File: src/common/ledd_pkg.sv
// constants, types and state encodings for the led dimmer two-wire target core
// assumes one 200 MHz clock and synchronous active-high reset in every user
// How it works
// - eight channels, each an 8-bit modulator at about 97 kHz, duty 0 to 255/256
// - shared group modulator dims at 190 Hz or blinks at a programmable slow rate
// - each output is off, on, individual modulation, or individual gated by group
// - in group mode the output is active only while both modulators are active
// - one individual modulator step lasts 40 ns
// - one group dimming step lasts 20.48 us
// - when dimming, group duty M yields 2M individual pulses per group period
// - after power-on all registers and the bus machine take defaults, channels off
// - while the reset pin is low, registers and bus machine stay at defaults
// - soft reset address acknowledged only as write, 96h; read form not acknowledged
// - first soft reset data byte must be A5h, else not acknowledged
// - second soft reset data byte must be 5Ah, else not acknowledged
// - no further data bytes of a soft reset call are acknowledged
// - after both good bytes a stop resets registers and bus machine to power-up values; timebase counters keep running
// - a malformed soft reset sequence leaves the registers untouched
// - soft reset leaves outputs as after power-on: all driven high, leds off
// - four strapped address inputs form part of the own target address
// - group call address defaults to 90h, enabled; 90h write and 91h read acked
// - sub call addresses default 92h, 94h, 98h, all disabled after power-up
// - last address bit selects direction: 1 read, 0 write
// - standby reported when every channel is off, active when any is enabled
// - start is data falling with clock high, stop is data rising with clock high
// - as receiver, every addressed byte outside a soft reset call is acknowledged by holding data low
// - a not-acknowledged read byte makes the device release the data line
// - first written byte is the control byte; its low five bits point a register
package ledd_pkg;

    // ==========================================================
    // clock and timing
    localparam int unsigned CLK_PERIOD_PS = 5000;
    localparam int unsigned IND_STEP_PS = 40000;
    localparam int unsigned GRP_STEP_PS = 20480000;
    // a step is a whole number of clocks; rounded down so no step overruns
    localparam int unsigned IND_STEP_CYC = IND_STEP_PS / CLK_PERIOD_PS;
    localparam int unsigned GRP_STEP_CYC = GRP_STEP_PS / CLK_PERIOD_PS;
    // blink step is (freq+1) slices of 16 individual periods: about 24 Hz to 10.7 s
    localparam int unsigned BLINK_STEP_PER = 16;

    // ==========================================================
    // register indexes
    localparam logic [4:0] REG_MODE1 = 5'h00;
    localparam logic [4:0] REG_MODE2 = 5'h01;
    localparam logic [4:0] REG_DUTY0 = 5'h02;
    localparam logic [4:0] REG_DUTY7 = 5'h09;
    localparam logic [4:0] REG_GDUTY = 5'h0a;
    localparam logic [4:0] REG_GFREQ = 5'h0b;
    localparam logic [4:0] REG_OSTATE0 = 5'h0c;
    localparam logic [4:0] REG_OSTATE1 = 5'h0d;
    localparam logic [4:0] REG_SUB1 = 5'h0e;
    localparam logic [4:0] REG_SUB2 = 5'h0f;
    localparam logic [4:0] REG_SUB3 = 5'h10;
    localparam logic [4:0] REG_GCALL = 5'h11;
    localparam logic [4:0] REG_LAST = 5'h11;

    // mode1 bits
    localparam int MODE1_SUB1_BIT = 3;
    localparam int MODE1_SUB2_BIT = 2;
    localparam int MODE1_SUB3_BIT = 1;
    localparam int MODE1_GCALL_BIT = 0;
    // mode2 bit: 1 selects blinking, 0 dimming
    localparam int MODE2_BLINK_BIT = 5;

    // reset values
    localparam logic [7:0] MODE1_RST = 8'h11;
    localparam logic [7:0] MODE2_RST = 8'h00;
    localparam logic [7:0] GDUTY_RST = 8'hff;
    localparam logic [7:0] GFREQ_RST = 8'h00;
    localparam logic [7:0] GCALL_RST = 8'h90;
    localparam logic [7:0] SUB1_RST = 8'h92;
    localparam logic [7:0] SUB2_RST = 8'h94;
    localparam logic [7:0] SUB3_RST = 8'h98;

    // ==========================================================
    // bus constants
    localparam logic [6:0] SRST_ADDR = 7'h4b;
    localparam logic [7:0] SRST_BYTE1 = 8'ha5;
    localparam logic [7:0] SRST_BYTE2 = 8'h5a;
    localparam logic [2:0] OWN_ADDR_HI = 3'h4;

    // output state codes
    localparam logic [1:0] OST_OFF = 2'h0;
    localparam logic [1:0] OST_ON = 2'h1;
    localparam logic [1:0] OST_IND = 2'h2;
    localparam logic [1:0] OST_GRP = 2'h3;

    typedef enum logic [2:0] {
        LEDD_IDLE,
        LEDD_ADDR,
        LEDD_RX,
        LEDD_TX,
        LEDD_ACK,
        LEDD_MACK,
        LEDD_IGNORE
    } ledd_bus_st_t;

endpackage

File: src/common/ledd_mod_if.sv
// carries the shared modulator timebase from the top to each channel
// assumes the top drives it from one clock domain
`timescale 1ns/1ps
interface ledd_mod_if;
    logic [7:0] ind_step;
    logic grp_active;
    modport src (output ind_step, output grp_active);
    modport dst (input ind_step, input grp_active);
endinterface

File: src/rtl/ledd_core.sv
// led dimmer target core: two-wire bus target, register file, eight channels
// assumes scl and sda arrive asynchronously and the far side follows the bus protocol
`timescale 1ns/1ps
module ledd_core
    import ledd_pkg::*;
(
    input wire logic mclk,
    input wire logic srst,
    input wire logic reset_pin_n,
    input wire logic [3:0] addr_strap,
    input wire logic scl_i,
    input wire logic sda_i,
    output logic sda_o,
    output logic sda_oe_n,
    output logic [7:0] led_n,
    output logic standby
);
    // ==========================================================
    // state
    typedef struct packed {
        logic [1:0] scl_s;
        logic [1:0] sda_s;
        logic scl_d;
        logic sda_d;
        logic [1:0] rst_s;
        ledd_bus_st_t st;
        logic [3:0] bitc;
        logic [7:0] shift;
        logic rw;
        logic first;
        logic is_srst;
        logic [1:0] srst_cnt;
        logic srst_ok;
        logic ack;
        logic drive_low;
        logic [4:0] ptr;
        logic [7:0] mode1;
        logic [7:0] mode2;
        logic [7:0][7:0] duty;
        logic [7:0] gduty;
        logic [7:0] gfreq;
        logic [15:0] ostate;
        logic [7:0] sub1;
        logic [7:0] sub2;
        logic [7:0] sub3;
        logic [7:0] gcall;
        logic stby;
    } ledd_core_t;

    ledd_core_t st_reg, st_next;
    logic scl, sda, scl_rise, scl_fall, start_c, stop_c, rst_pin;
    logic [6:0] a7;
    logic addr_hit;
    logic [7:0] rdata;

    assign scl = st_reg.scl_s[1];
    assign sda = st_reg.sda_s[1];
    assign rst_pin = ~st_reg.rst_s[1];
    assign scl_rise = scl & ~st_reg.scl_d;
    assign scl_fall = ~scl & st_reg.scl_d;
    assign start_c = scl & st_reg.scl_d & st_reg.sda_d & ~sda;
    assign stop_c = scl & st_reg.scl_d & ~st_reg.sda_d & sda;
    assign a7 = st_reg.shift[7:1];

    // ==========================================================
    // address match
    always_comb begin
        addr_hit = (a7 == {OWN_ADDR_HI[2:0], addr_strap})
            || (st_reg.mode1[MODE1_GCALL_BIT] && a7 == st_reg.gcall[7:1])
            || (st_reg.mode1[MODE1_SUB1_BIT] && a7 == st_reg.sub1[7:1])
            || (st_reg.mode1[MODE1_SUB2_BIT] && a7 == st_reg.sub2[7:1])
            || (st_reg.mode1[MODE1_SUB3_BIT] && a7 == st_reg.sub3[7:1]);
    end

    always_comb begin
        case (st_reg.ptr)
            REG_MODE1: rdata = st_reg.mode1;
            REG_MODE2: rdata = st_reg.mode2;
            REG_GDUTY: rdata = st_reg.gduty;
            REG_GFREQ: rdata = st_reg.gfreq;
            REG_OSTATE0: rdata = st_reg.ostate[7:0];
            REG_OSTATE1: rdata = st_reg.ostate[15:8];
            REG_SUB1: rdata = st_reg.sub1;
            REG_SUB2: rdata = st_reg.sub2;
            REG_SUB3: rdata = st_reg.sub3;
            REG_GCALL: rdata = st_reg.gcall;
            default: begin
                if (st_reg.ptr >= REG_DUTY0 && st_reg.ptr <= REG_DUTY7) begin
                    rdata = st_reg.duty[3'(st_reg.ptr - REG_DUTY0)];
                end else begin
                    rdata = 8'h00;
                end
            end
        endcase
    end

    // ==========================================================
    // bus engine and register file
    always_comb begin
        st_next = st_reg;
        st_next.scl_s = {st_reg.scl_s[0], scl_i};
        st_next.sda_s = {st_reg.sda_s[0], sda_i};
        st_next.rst_s = {st_reg.rst_s[0], reset_pin_n};
        st_next.scl_d = scl;
        st_next.sda_d = sda;
        case (st_reg.st)
            LEDD_IDLE: ;
            LEDD_ADDR, LEDD_RX: begin
                if (scl_rise) begin
                    st_next.shift = {st_reg.shift[6:0], sda};
                    st_next.bitc = st_reg.bitc + 4'h1;
                end
                if (scl_fall && st_reg.bitc == 4'h8) begin
                    st_next.bitc = 4'h0;
                    st_next.ack = 1'b0;
                    st_next.st = LEDD_ACK;
                    if (st_reg.st == LEDD_ADDR) begin
                        st_next.rw = st_reg.shift[0];
                        st_next.first = 1'b1;
                        if (a7 == SRST_ADDR) begin
                            st_next.is_srst = 1'b1;
                            st_next.ack = ~st_reg.shift[0];
                        end else begin
                            st_next.ack = addr_hit;
                        end
                    end else if (st_reg.is_srst) begin
                        st_next.srst_cnt = st_reg.srst_cnt == 2'h3 ? 2'h3 : st_reg.srst_cnt + 2'h1;
                        if (st_reg.srst_cnt == 2'h0) begin
                            st_next.ack = st_reg.shift == SRST_BYTE1;
                        end else if (st_reg.srst_cnt == 2'h1) begin
                            st_next.ack = st_reg.shift == SRST_BYTE2;
                            st_next.srst_ok = st_reg.shift == SRST_BYTE2;
                        end else begin
                            st_next.srst_ok = 1'b0;
                        end
                    end else begin
                        st_next.ack = 1'b1;
                        if (st_reg.first) begin
                            st_next.ptr = st_reg.shift[4:0];
                            st_next.first = 1'b0;
                        end else begin
                            case (st_reg.ptr)
                                REG_MODE1: st_next.mode1 = st_reg.shift;
                                REG_MODE2: st_next.mode2 = st_reg.shift;
                                REG_GDUTY: st_next.gduty = st_reg.shift;
                                REG_GFREQ: st_next.gfreq = st_reg.shift;
                                REG_OSTATE0: st_next.ostate[7:0] = st_reg.shift;
                                REG_OSTATE1: st_next.ostate[15:8] = st_reg.shift;
                                REG_SUB1: st_next.sub1 = st_reg.shift;
                                REG_SUB2: st_next.sub2 = st_reg.shift;
                                REG_SUB3: st_next.sub3 = st_reg.shift;
                                REG_GCALL: st_next.gcall = st_reg.shift;
                                default: begin
                                    if (st_reg.ptr >= REG_DUTY0 && st_reg.ptr <= REG_DUTY7) begin
                                        st_next.duty[3'(st_reg.ptr - REG_DUTY0)] = st_reg.shift;
                                    end
                                end
                            endcase
                        end
                    end
                    // a not-acknowledged soft reset byte cancels the call
                    if (st_reg.is_srst && st_reg.st == LEDD_RX && st_reg.srst_cnt != 2'h0
                        && st_reg.srst_cnt != 2'h1) begin
                        st_next.ack = 1'b0;
                    end
                    if (st_reg.is_srst && st_reg.st == LEDD_RX && st_reg.srst_cnt == 2'h0
                        && st_reg.shift != SRST_BYTE1) begin
                        st_next.srst_cnt = 2'h3;
                    end
                    st_next.drive_low = st_next.ack;
                end
            end
            LEDD_ACK: begin
                if (scl_fall) begin
                    st_next.drive_low = 1'b0;
                    if (!st_reg.ack) begin
                        st_next.st = LEDD_IGNORE;
                    end else if (st_reg.rw && !st_reg.is_srst) begin
                        st_next.shift = rdata;
                        st_next.drive_low = ~rdata[7];
                        st_next.st = LEDD_TX;
                    end else begin
                        st_next.st = LEDD_RX;
                    end
                end
            end
            LEDD_TX: begin
                if (scl_fall) begin
                    st_next.bitc = st_reg.bitc + 4'h1;
                    if (st_reg.bitc == 4'h7) begin
                        st_next.bitc = 4'h0;
                        st_next.drive_low = 1'b0;
                        st_next.st = LEDD_MACK;
                    end else begin
                        st_next.shift = {st_reg.shift[6:0], 1'b0};
                        st_next.drive_low = ~st_reg.shift[6];
                    end
                end
            end
            LEDD_MACK: begin
                if (scl_rise) begin
                    st_next.ack = ~sda;
                end
                if (scl_fall) begin
                    if (st_reg.ack) begin
                        st_next.shift = rdata;
                        st_next.drive_low = ~rdata[7];
                        st_next.st = LEDD_TX;
                    end else begin
                        st_next.st = LEDD_IGNORE;
                    end
                end
            end
            LEDD_IGNORE: ;
            default: st_next.st = LEDD_IDLE;
        endcase
        if (start_c) begin
            st_next.st = LEDD_ADDR;
            st_next.bitc = 4'h0;
            st_next.is_srst = 1'b0;
            st_next.srst_cnt = 2'h0;
            st_next.srst_ok = 1'b0;
            st_next.drive_low = 1'b0;
        end
        if (stop_c) begin
            st_next.st = LEDD_IDLE;
            st_next.drive_low = 1'b0;
        end
        st_next.stby = st_reg.ostate == 16'h0000;
        // any reset takes everything else to defaults; only srst also presets the synchronisers
        if (srst || rst_pin || (stop_c && st_reg.is_srst && st_reg.srst_ok
                && st_reg.srst_cnt == 2'h2)) begin
            st_next.st = LEDD_IDLE;
            st_next.bitc = 4'h0;
            st_next.shift = 8'h00;
            st_next.rw = 1'b0;
            st_next.first = 1'b0;
            st_next.is_srst = 1'b0;
            st_next.srst_cnt = 2'h0;
            st_next.srst_ok = 1'b0;
            st_next.ack = 1'b0;
            st_next.drive_low = 1'b0;
            st_next.ptr = 5'h00;
            st_next.mode1 = MODE1_RST;
            st_next.mode2 = MODE2_RST;
            st_next.duty = '0;
            st_next.gduty = GDUTY_RST;
            st_next.gfreq = GFREQ_RST;
            st_next.ostate = 16'h0000;
            st_next.sub1 = SUB1_RST;
            st_next.sub2 = SUB2_RST;
            st_next.sub3 = SUB3_RST;
            st_next.gcall = GCALL_RST;
            st_next.stby = 1'b1;
        end
        if (srst) begin
            st_next.scl_s = 2'h3;
            st_next.sda_s = 2'h3;
            st_next.rst_s = 2'h3;
            st_next.scl_d = 1'b1;
            st_next.sda_d = 1'b1;
        end
    end

    always_ff @(posedge mclk) begin
        st_reg <= st_next;
    end

    assign sda_o = 1'b0;
    assign sda_oe_n = ~st_reg.drive_low;
    assign standby = st_reg.stby;

    // ==========================================================
    // modulators
    ledd_mod_if tb_if ();
    logic ch_rst;
    assign ch_rst = srst | rst_pin;

    ledd_timebase u_tb (
        .mclk(mclk),
        .srst(ch_rst),
        .gduty(st_reg.gduty),
        .gfreq(st_reg.gfreq),
        .blink(st_reg.mode2[MODE2_BLINK_BIT]),
        .tb(tb_if.src)
    );

    for (genvar i = 0; i < 8; i++) begin : g_ch
        ledd_channel u_ch (
            .mclk(mclk),
            .srst(ch_rst),
            .duty(st_reg.duty[i]),
            .ostate(st_reg.ostate[2*i+1:2*i]),
            .tb(tb_if.dst),
            .led_n(led_n[i])
        );
    end
endmodule

File: src/rtl/ledd_timebase.sv
// shared free-running step counters for individual and group modulators
// assumes mclk at 200 MHz and a synchronous reset
`timescale 1ns/1ps
module ledd_timebase
    import ledd_pkg::*;
(
    input wire logic mclk,
    input wire logic srst,
    input wire logic [7:0] gduty,
    input wire logic [7:0] gfreq,
    input wire logic blink,
    ledd_mod_if.src tb
);
    typedef struct packed {
        logic [3:0] pre;
        logic [7:0] ind;
        logic [15:0] gpre;
        logic [7:0] grp;
    } ledd_tb_t;

    ledd_tb_t st_reg, st_next;
    logic [15:0] gstep_per;

    // group steps count whole individual periods, keeping both modulators in phase;
    // dimming steps are fixed, blinking stretches each step by freq+1
    always_comb begin
        if (blink) begin
            gstep_per = 16'((32'(gfreq) + 32'd1) * BLINK_STEP_PER);
        end else begin
            gstep_per = 16'(GRP_STEP_CYC / (256 * IND_STEP_CYC));
        end
    end

    always_comb begin
        st_next = st_reg;
        st_next.pre = st_reg.pre + 4'h1;
        if (st_reg.pre == 4'(IND_STEP_CYC - 1)) begin
            st_next.pre = 4'h0;
            st_next.ind = st_reg.ind + 8'h01;
            if (st_reg.ind == 8'hff) begin
                st_next.gpre = st_reg.gpre + 16'h0001;
            end
        end
        // >= so that a shorter step chosen mid-count ends at the next individual period end
        if (st_reg.ind == 8'hff && st_reg.pre == 4'(IND_STEP_CYC - 1)
            && st_reg.gpre >= gstep_per - 16'h0001) begin
            st_next.gpre = 16'h0000;
            st_next.grp = st_reg.grp + 8'h01;
        end
        if (srst) begin
            st_next = '0;
        end
    end

    always_ff @(posedge mclk) begin
        st_reg <= st_next;
    end

    assign tb.ind_step = st_reg.ind;
    // when dimming one group step is 512 individual steps, so M steps hold 2M periods
    assign tb.grp_active = st_reg.grp < gduty;
endmodule

File: src/rtl/ledd_channel.sv
// one output channel: compares shared step against its duty and applies the mode
// assumes the timebase interface is driven on the same clock
`timescale 1ns/1ps
module ledd_channel
    import ledd_pkg::*;
(
    input wire logic mclk,
    input wire logic srst,
    input wire logic [7:0] duty,
    input wire logic [1:0] ostate,
    ledd_mod_if.dst tb,
    output logic led_n
);
    typedef struct packed {
        logic out_n;
    } ledd_ch_t;

    ledd_ch_t st_reg, st_next;
    logic pwm_on;

    always_comb begin
        pwm_on = tb.ind_step < duty;
        st_next = st_reg;
        case (ostate)
            OST_OFF: st_next.out_n = 1'b1;
            OST_ON: st_next.out_n = 1'b0;
            OST_IND: st_next.out_n = ~pwm_on;
            OST_GRP: st_next.out_n = ~(pwm_on & tb.grp_active);
            default: st_next.out_n = 1'b1;
        endcase
        if (srst) begin
            st_next.out_n = 1'b1;
        end
    end

    always_ff @(posedge mclk) begin
        st_reg <= st_next;
    end

    assign led_n = st_reg.out_n;
endmodule

File: config.mk
export PLATFORM = sky130hd
export DESIGN_NAME = ledd_core
export DESIGN_NICKNAME = d
export VERILOG_FILES = /design/src/common/ledd_pkg.sv /design/src/common/ledd_mod_if.sv /design/src/rtl/ledd_core.sv /design/src/rtl/ledd_timebase.sv /design/src/rtl/ledd_channel.sv
export SDC_FILE = /design/constraint.sdc
export NUM_CORES = 1
export LEC_CHECK = 0
export BUFFER_PORTS_ARGS = -buffer_cell sky130_fd_sc_hd__buf_2
export CORE_ASPECT_RATIO = 0.9
export CORE_MARGIN = 3
export CORE_UTILIZATION = 45
export DETAILED_ROUTE_END_ITERATION = 6
export SYNTH_ARGS = -nofsm -noshare
export SYNTH_HDL_FRONTEND = slang
export SYNTH_HIERARCHICAL = 1
export SYNTH_SLANG_ARGS = --single-unit
File: constraint.sdc
create_clock -name mclk -period 4.9 [get_ports mclk]
set_input_delay 0.735 -clock mclk [delete_from_list [all_inputs] [get_ports mclk]]
set_output_delay 0.735 -clock mclk [all_outputs]
set_load 0.02 [all_outputs]
Word-level counts from Yosys, hierarchy flattened
Index checks and enable logic that the tools add are counted.
Word-level totals
  word-level logic and storage cells: 343
  register bits: 225
Cells by class
  muxes and demuxes: 75
  order comparisons: 14
  bitwise operators: 47
  eq/ne operators: 76
  reduce and logical (&&, ||, !) cells: 74
  $add $sub $neg: 9
Operators with widths (number)
  $mux W149: 2
  $mux W8: 19
  $mux W151: 1
  $mux W144: 1
  $mux W64: 2
  $pmux W8 S10: 1
  $reduce_and A6 Y1: 13
  $lt A8 B8 Y1: 9
  $bwmux W64: 1
  $eq A2 B2 Y1 const B: 18
  $pmux W1 S4: 9
  $eq A7 B7 Y1: 5
  $pmux W8 S4: 1
  $not A1 Y1: 31
  $eq A5 B4 Y1 const B: 6
  $bmux W8 S3: 1
  $demux W8 S3: 1
  $ne A2 B2 Y1 const B: 11
  $eq A2 B1 Y1 const B: 9
  $logic_and A1 B1 Y1: 18
  $logic_not A2 Y1: 9
  $mux W1: 18
  $mux W3: 6
  $ne A3 B3 Y1 const B: 6
  51 further kinds: 97

Depth between registers and ports, before layout
  depth after elaboration: 13
  mapped depth: 17
  depth with buffers taken out: 14

Hierarchy
The synthesis kept the hierarchy.
By module, submodules not included
  ledd_core: cells an instance 1062, area each 8941.1 um^2, times used 1
  ledd_timebase: cells an instance 303, area each 2526.2 um^2, times used 1
  ledd_channel: cells an instance 29, area each 216.5 um^2, times used 8

Least setup slack after synthesis
No wires, ideal clock.
  path type: register to register
  start point: register st_reg[49] (netlist name)
  end point: register u_tb/st_reg[13] (netlist name)
  cell stages (with the launch flop): 17
  data required time: 4.836 ns
  data arrival time: 3.475 ns
  path slack: 1.361 ns
  setup time: 0.064 ns
  cells stage by stage: dfxtp_1 -> ha_1 -> xor2_1 -> nor3_1 -> and2_1 -> buf_2 -> nand4b_1 -> a31o_2 -> ha_1 -> a21oi_1 -> nand2_1 -> a221oi_2 -> a21oi_4 -> or2_1 -> buf_6 -> buf_8 -> nor2_1
On the way
  word-level cells in the longest chain between the ends: 6
RTL lines
  start, declared: line ledd_core.sv:50  | ledd_core_t st_reg, st_next;
  start signal, assigned: line ledd_core.sv:266  | st_reg <= st_next;
  $add A8 B1 Y9: line ledd_timebase.sv:28  | gstep_per = 16'((32'(gfreq) + 32'd1) * BLINK_STEP_PER);
  $mux W16: line ledd_timebase.sv:27  | if (blink) begin
  $sub A16 B1 Y16: line ledd_timebase.sv:46  | && st_reg.gpre >= gstep_per - 16'h0001) begin
  $ge A16 B16 Y1: line ledd_timebase.sv:46
  $logic_and A1 B1 Y1: line ledd_timebase.sv:46
  $reduce_or A2 Y1 (no line)
  end signal, assigned: line ledd_timebase.sv:56  | st_reg <= st_next;
  end, declared: line ledd_timebase.sv:21  | ledd_tb_t st_reg, st_next;
Every way passes these cells.
A chain may end at the register's enable or synchronous reset.

Final worst setup path
  start point: register st_reg[49] (netlist name)
  end point: register u_tb/st_reg[11] (netlist name)
The elaborated chain is that of the path after synthesis.

==> summary.md <==
| Metric | Value |
|---|---|
| Hold Path Origin | `scl_i` |
| Status | `finished clean` |
| Routed WL | `36900 um` |
| CTS buffer count | `27` |
| Net count after synthesis | `1696` |
| CP arrival | `4.51 ns` |
| ANT cells | `0` |
| Die W | `187 um` |
| Worst slew pin tran | `1.15 ns` |
| Final Max Tran Viols | `0` |
| Initial antenna violation count | `0` |
| Startpoint types | `flop` |
| Post-DR vias/cell | `5.68` |
| Pre-Repair DR Iteration Count | `5` |
| Relative slew slack | `23.5%` |
| Power density over the cells | `269 mW/mm2` |
| Area Growth Syn to Fin | `8.29%` |
| Area leader, netlist | `dfxtp_1` |
| Clock skew | `0.0310 ns` |
| Cells taking the most area after synthesis | `dfxtp_1 (34%), ha_1 (8.5%), nand2_1 (7.2%), mux2i_1 (6.6%), nor2_1 (4.7%)` |
| Starting DRT DRC Count | `1006` |
| Nets | `1656` |
| Yosys cell types | `79` |
| First-pass GRT wire length | `58500 um` |
| Final setup viols | `0` |
| Synth Instances | `1597` |
| Die Area | `0.0314 mm2` |
| Maximum clock path buffer count | `3` |
| Row count | `58` |
| Final min period | `4.11 ns` |
| Global placement routability congestion | `0.928` |
| Worst R2R Setup Slack | `0.79 ns` |
| Hold worst-path end | `st_reg[179]` |
| DR vias | `11164` |
| Antenna Nets Post-Route | `0` |
| Core box area | `0.0284 mm2` |
| CTS tree | `built` |
| RSZ-0062 raised after global routing | `no` |
| R2r endpoint | `u_tb/st_reg[11]` |
| CTS root buffer | `clkbuf_16` |
| LEAKAGE | `5.84 nW` |
| Mapped Area | `0.0132 mm2` |
| Crit path max fanout | `16` |
| Critical Path End Type | `flop` |
| Crit Path Category | `flop to flop` |
| CTS Hold Bufs | `0` |
| Maximum VDD drop | `256 uV` |
| Fmax | `0.243 GHz` |
| Setup Fix Bufs, Post-CTS | `0` |
| Port bufs | `18` |
| Post-synth EDFFs | `0` |
| Post-route DRC violation count | `0` |
| Clk Latency, worst-skew pair | `0.56 ns` |
| Tcrit/Tclk final | `83.9%` |
| Max-cap violation count | `0` |
| Yosys warns | `6` |
| Die height | `168 um` |
| FFs w/ async S/R, synth | `0%` |
| Pin count of the biggest net entering global routing | `71` |
| CTS resizes | `0` |
| Hpwl dp | `25700 um` |
| Sequential-to-total area share from yosys stat | `34.1%` |
| Fin util | `50.4%` |
| Cell depth of the worst min-delay path | `2` |
| R2R depth | `13` |
| Setup TNS Final | `0 ns` |
| Number of global-route vias before repair | `10240` |
| Worst EP required | `5.30 ns` |
| GR Util All Layers | `22.8%` |
| Wirelength per Cell | `18.8 um` |
| H-tree Lvls | `1` |
| Overflow after GRT | `0` |
| Initial core utilization | `46.5%` |
| Number of synthesized register bits | `225` |
| TritonCTS Sinks | `225` |
| Reg2Reg Launch Point | `st_reg[49]` |
| Synth Flop Type | `dfxtp_1` |
| Syn_area_per_cell | `8.26 um2` |
| Top-area cell type share of the netlist area | `34.1%` |
| IO Pins | `20` |
| Final Hold Vio Count | `0` |
| Hold WC Path Type | `primary input to flop` |
| Worst-path clk slew | `0.06 ns` |
| Share of layout cells above drive strength 1 | `8.83%` |
power by group:
group	switching, W	leakage, nW	internal (W)	total, W
sequential	0.00000609	1.82	0.00183	0.00184
combinational	0.0000589	3.61	0.0000194	0.0000783
clock	0.000819	0.414	0.00111	0.00193
area by class of cell:
cell class	count	area, um2
Fill cell	2693	14100
Multi-Input combinational cell	1184	7900
Sequential cell	225	4510
Clock buffer	35	736
Tap cell	390	488
Inverter	82	308
Timing Repair Buffer	37	245
Clock inverter	11	106
routing by layer:
metal  GRT usage, %  vias up  part of all wire, %
met5              0        -                    0
met4           5.26        0                  2.2
met3           2.69       51                  5.5
met2           35.8      326                   44
met1           33.8     5332                   48
li1               -     5455                    -
how the worst max path moves through the flow:
stage | start | endpoint | slack, ns
after CTS | st_reg[49] | u_tb/st_reg[16] | 0.77
after global placement | st_reg[49] | u_tb/st_reg[12] | 0.92
after floorplan | st_reg[49] | u_tb/st_reg[13] | 1.36
final | st_reg[49] | u_tb/st_reg[11] | 0.79
after detailed placement | st_reg[49] | u_tb/st_reg[8] | 0.76
after global routing | st_reg[49] | u_tb/st_reg[16] | 0.30
synthesized netlist by cell type, drive strengths merged, types with 5 or more instances:
master / instances
a211o: 8
a211oi: 11
a21oi: 115
a22oi: 15
a2bb2oi: 9
a31oi: 15
and2: 13
and3: 14
buf: 45
clkbuf: 61
dfxtp: 225
ha: 90
inv: 82
mux2: 8
mux2i: 87
mux4: 18
nand2: 253
nand2b: 28
nand3: 48
nand3b: 8
nand4: 28
nand4b: 7
nor2: 168
nor2b: 11
nor3: 17
nor3b: 12
nor4: 17
o2111ai: 9
o211ai: 7
o21ai: 25
o22ai: 8
or2: 10
or3: 5
xnor2: 36
xor2: 35
placed cells by master (no fill, tap or decap), drive strengths merged, types with 28 or more instances in the layout:
cell and instances:
mux2i 87, nand2 253, nand2b 28, a21oi 115
buf 37, dfxtp 225, nor2 168, clkbuf 35
inv 84, xor2 35, nand3 48, ha 90
nand4 28, xnor2 36
logic make-up (layout without fill, tap and decap cells):
family	after synthesis	in the layout	synth area share, %
AOI/OAI and AO/OA	257	257	12.6
xor gates and xnor gates	71	71	4.71
adders and majority gates	90	90	8.53
buffers and inverters	188	165	6.13
DFF	225	225	34.1
muxes	113	113	10.4
other	1	1	0.0284
and+or+nand+nor	652	652	23.5
per-stage QoR:
step	area (um2)	setup WS, ns	hold WS [ns]	power (W)	std cells
after CTS	14300	0.767	0.330	0.00390	1964
after detailed placement	13500	0.763	0.400	0.00196	1918
final	14300	0.787	0.358	0.00385	1964
after global placement	13500	0.924	0.392	0.00196	1918
after global routing	14300	0.304	0.343	0.00397	1964
after floorplan	13200	1.36	0.389	0.00194	1597
worst max-delay path: stages, from the launching register on:
cell      delay [ns]
dfxtp_1         0.48
ha_1            0.30
xor2_1          0.12
nor3_1          0.38
and2_1          0.29
nand4b_1        0.19
a31o_2          0.27
ha_1            0.31
nand4_1         0.14
nor4_1          0.38
a221oi_2        0.18
a21oi_4         0.27
or2_1           0.55
nor2_1          0.11
No activity file was read; power rests on OpenSTA's default activity.
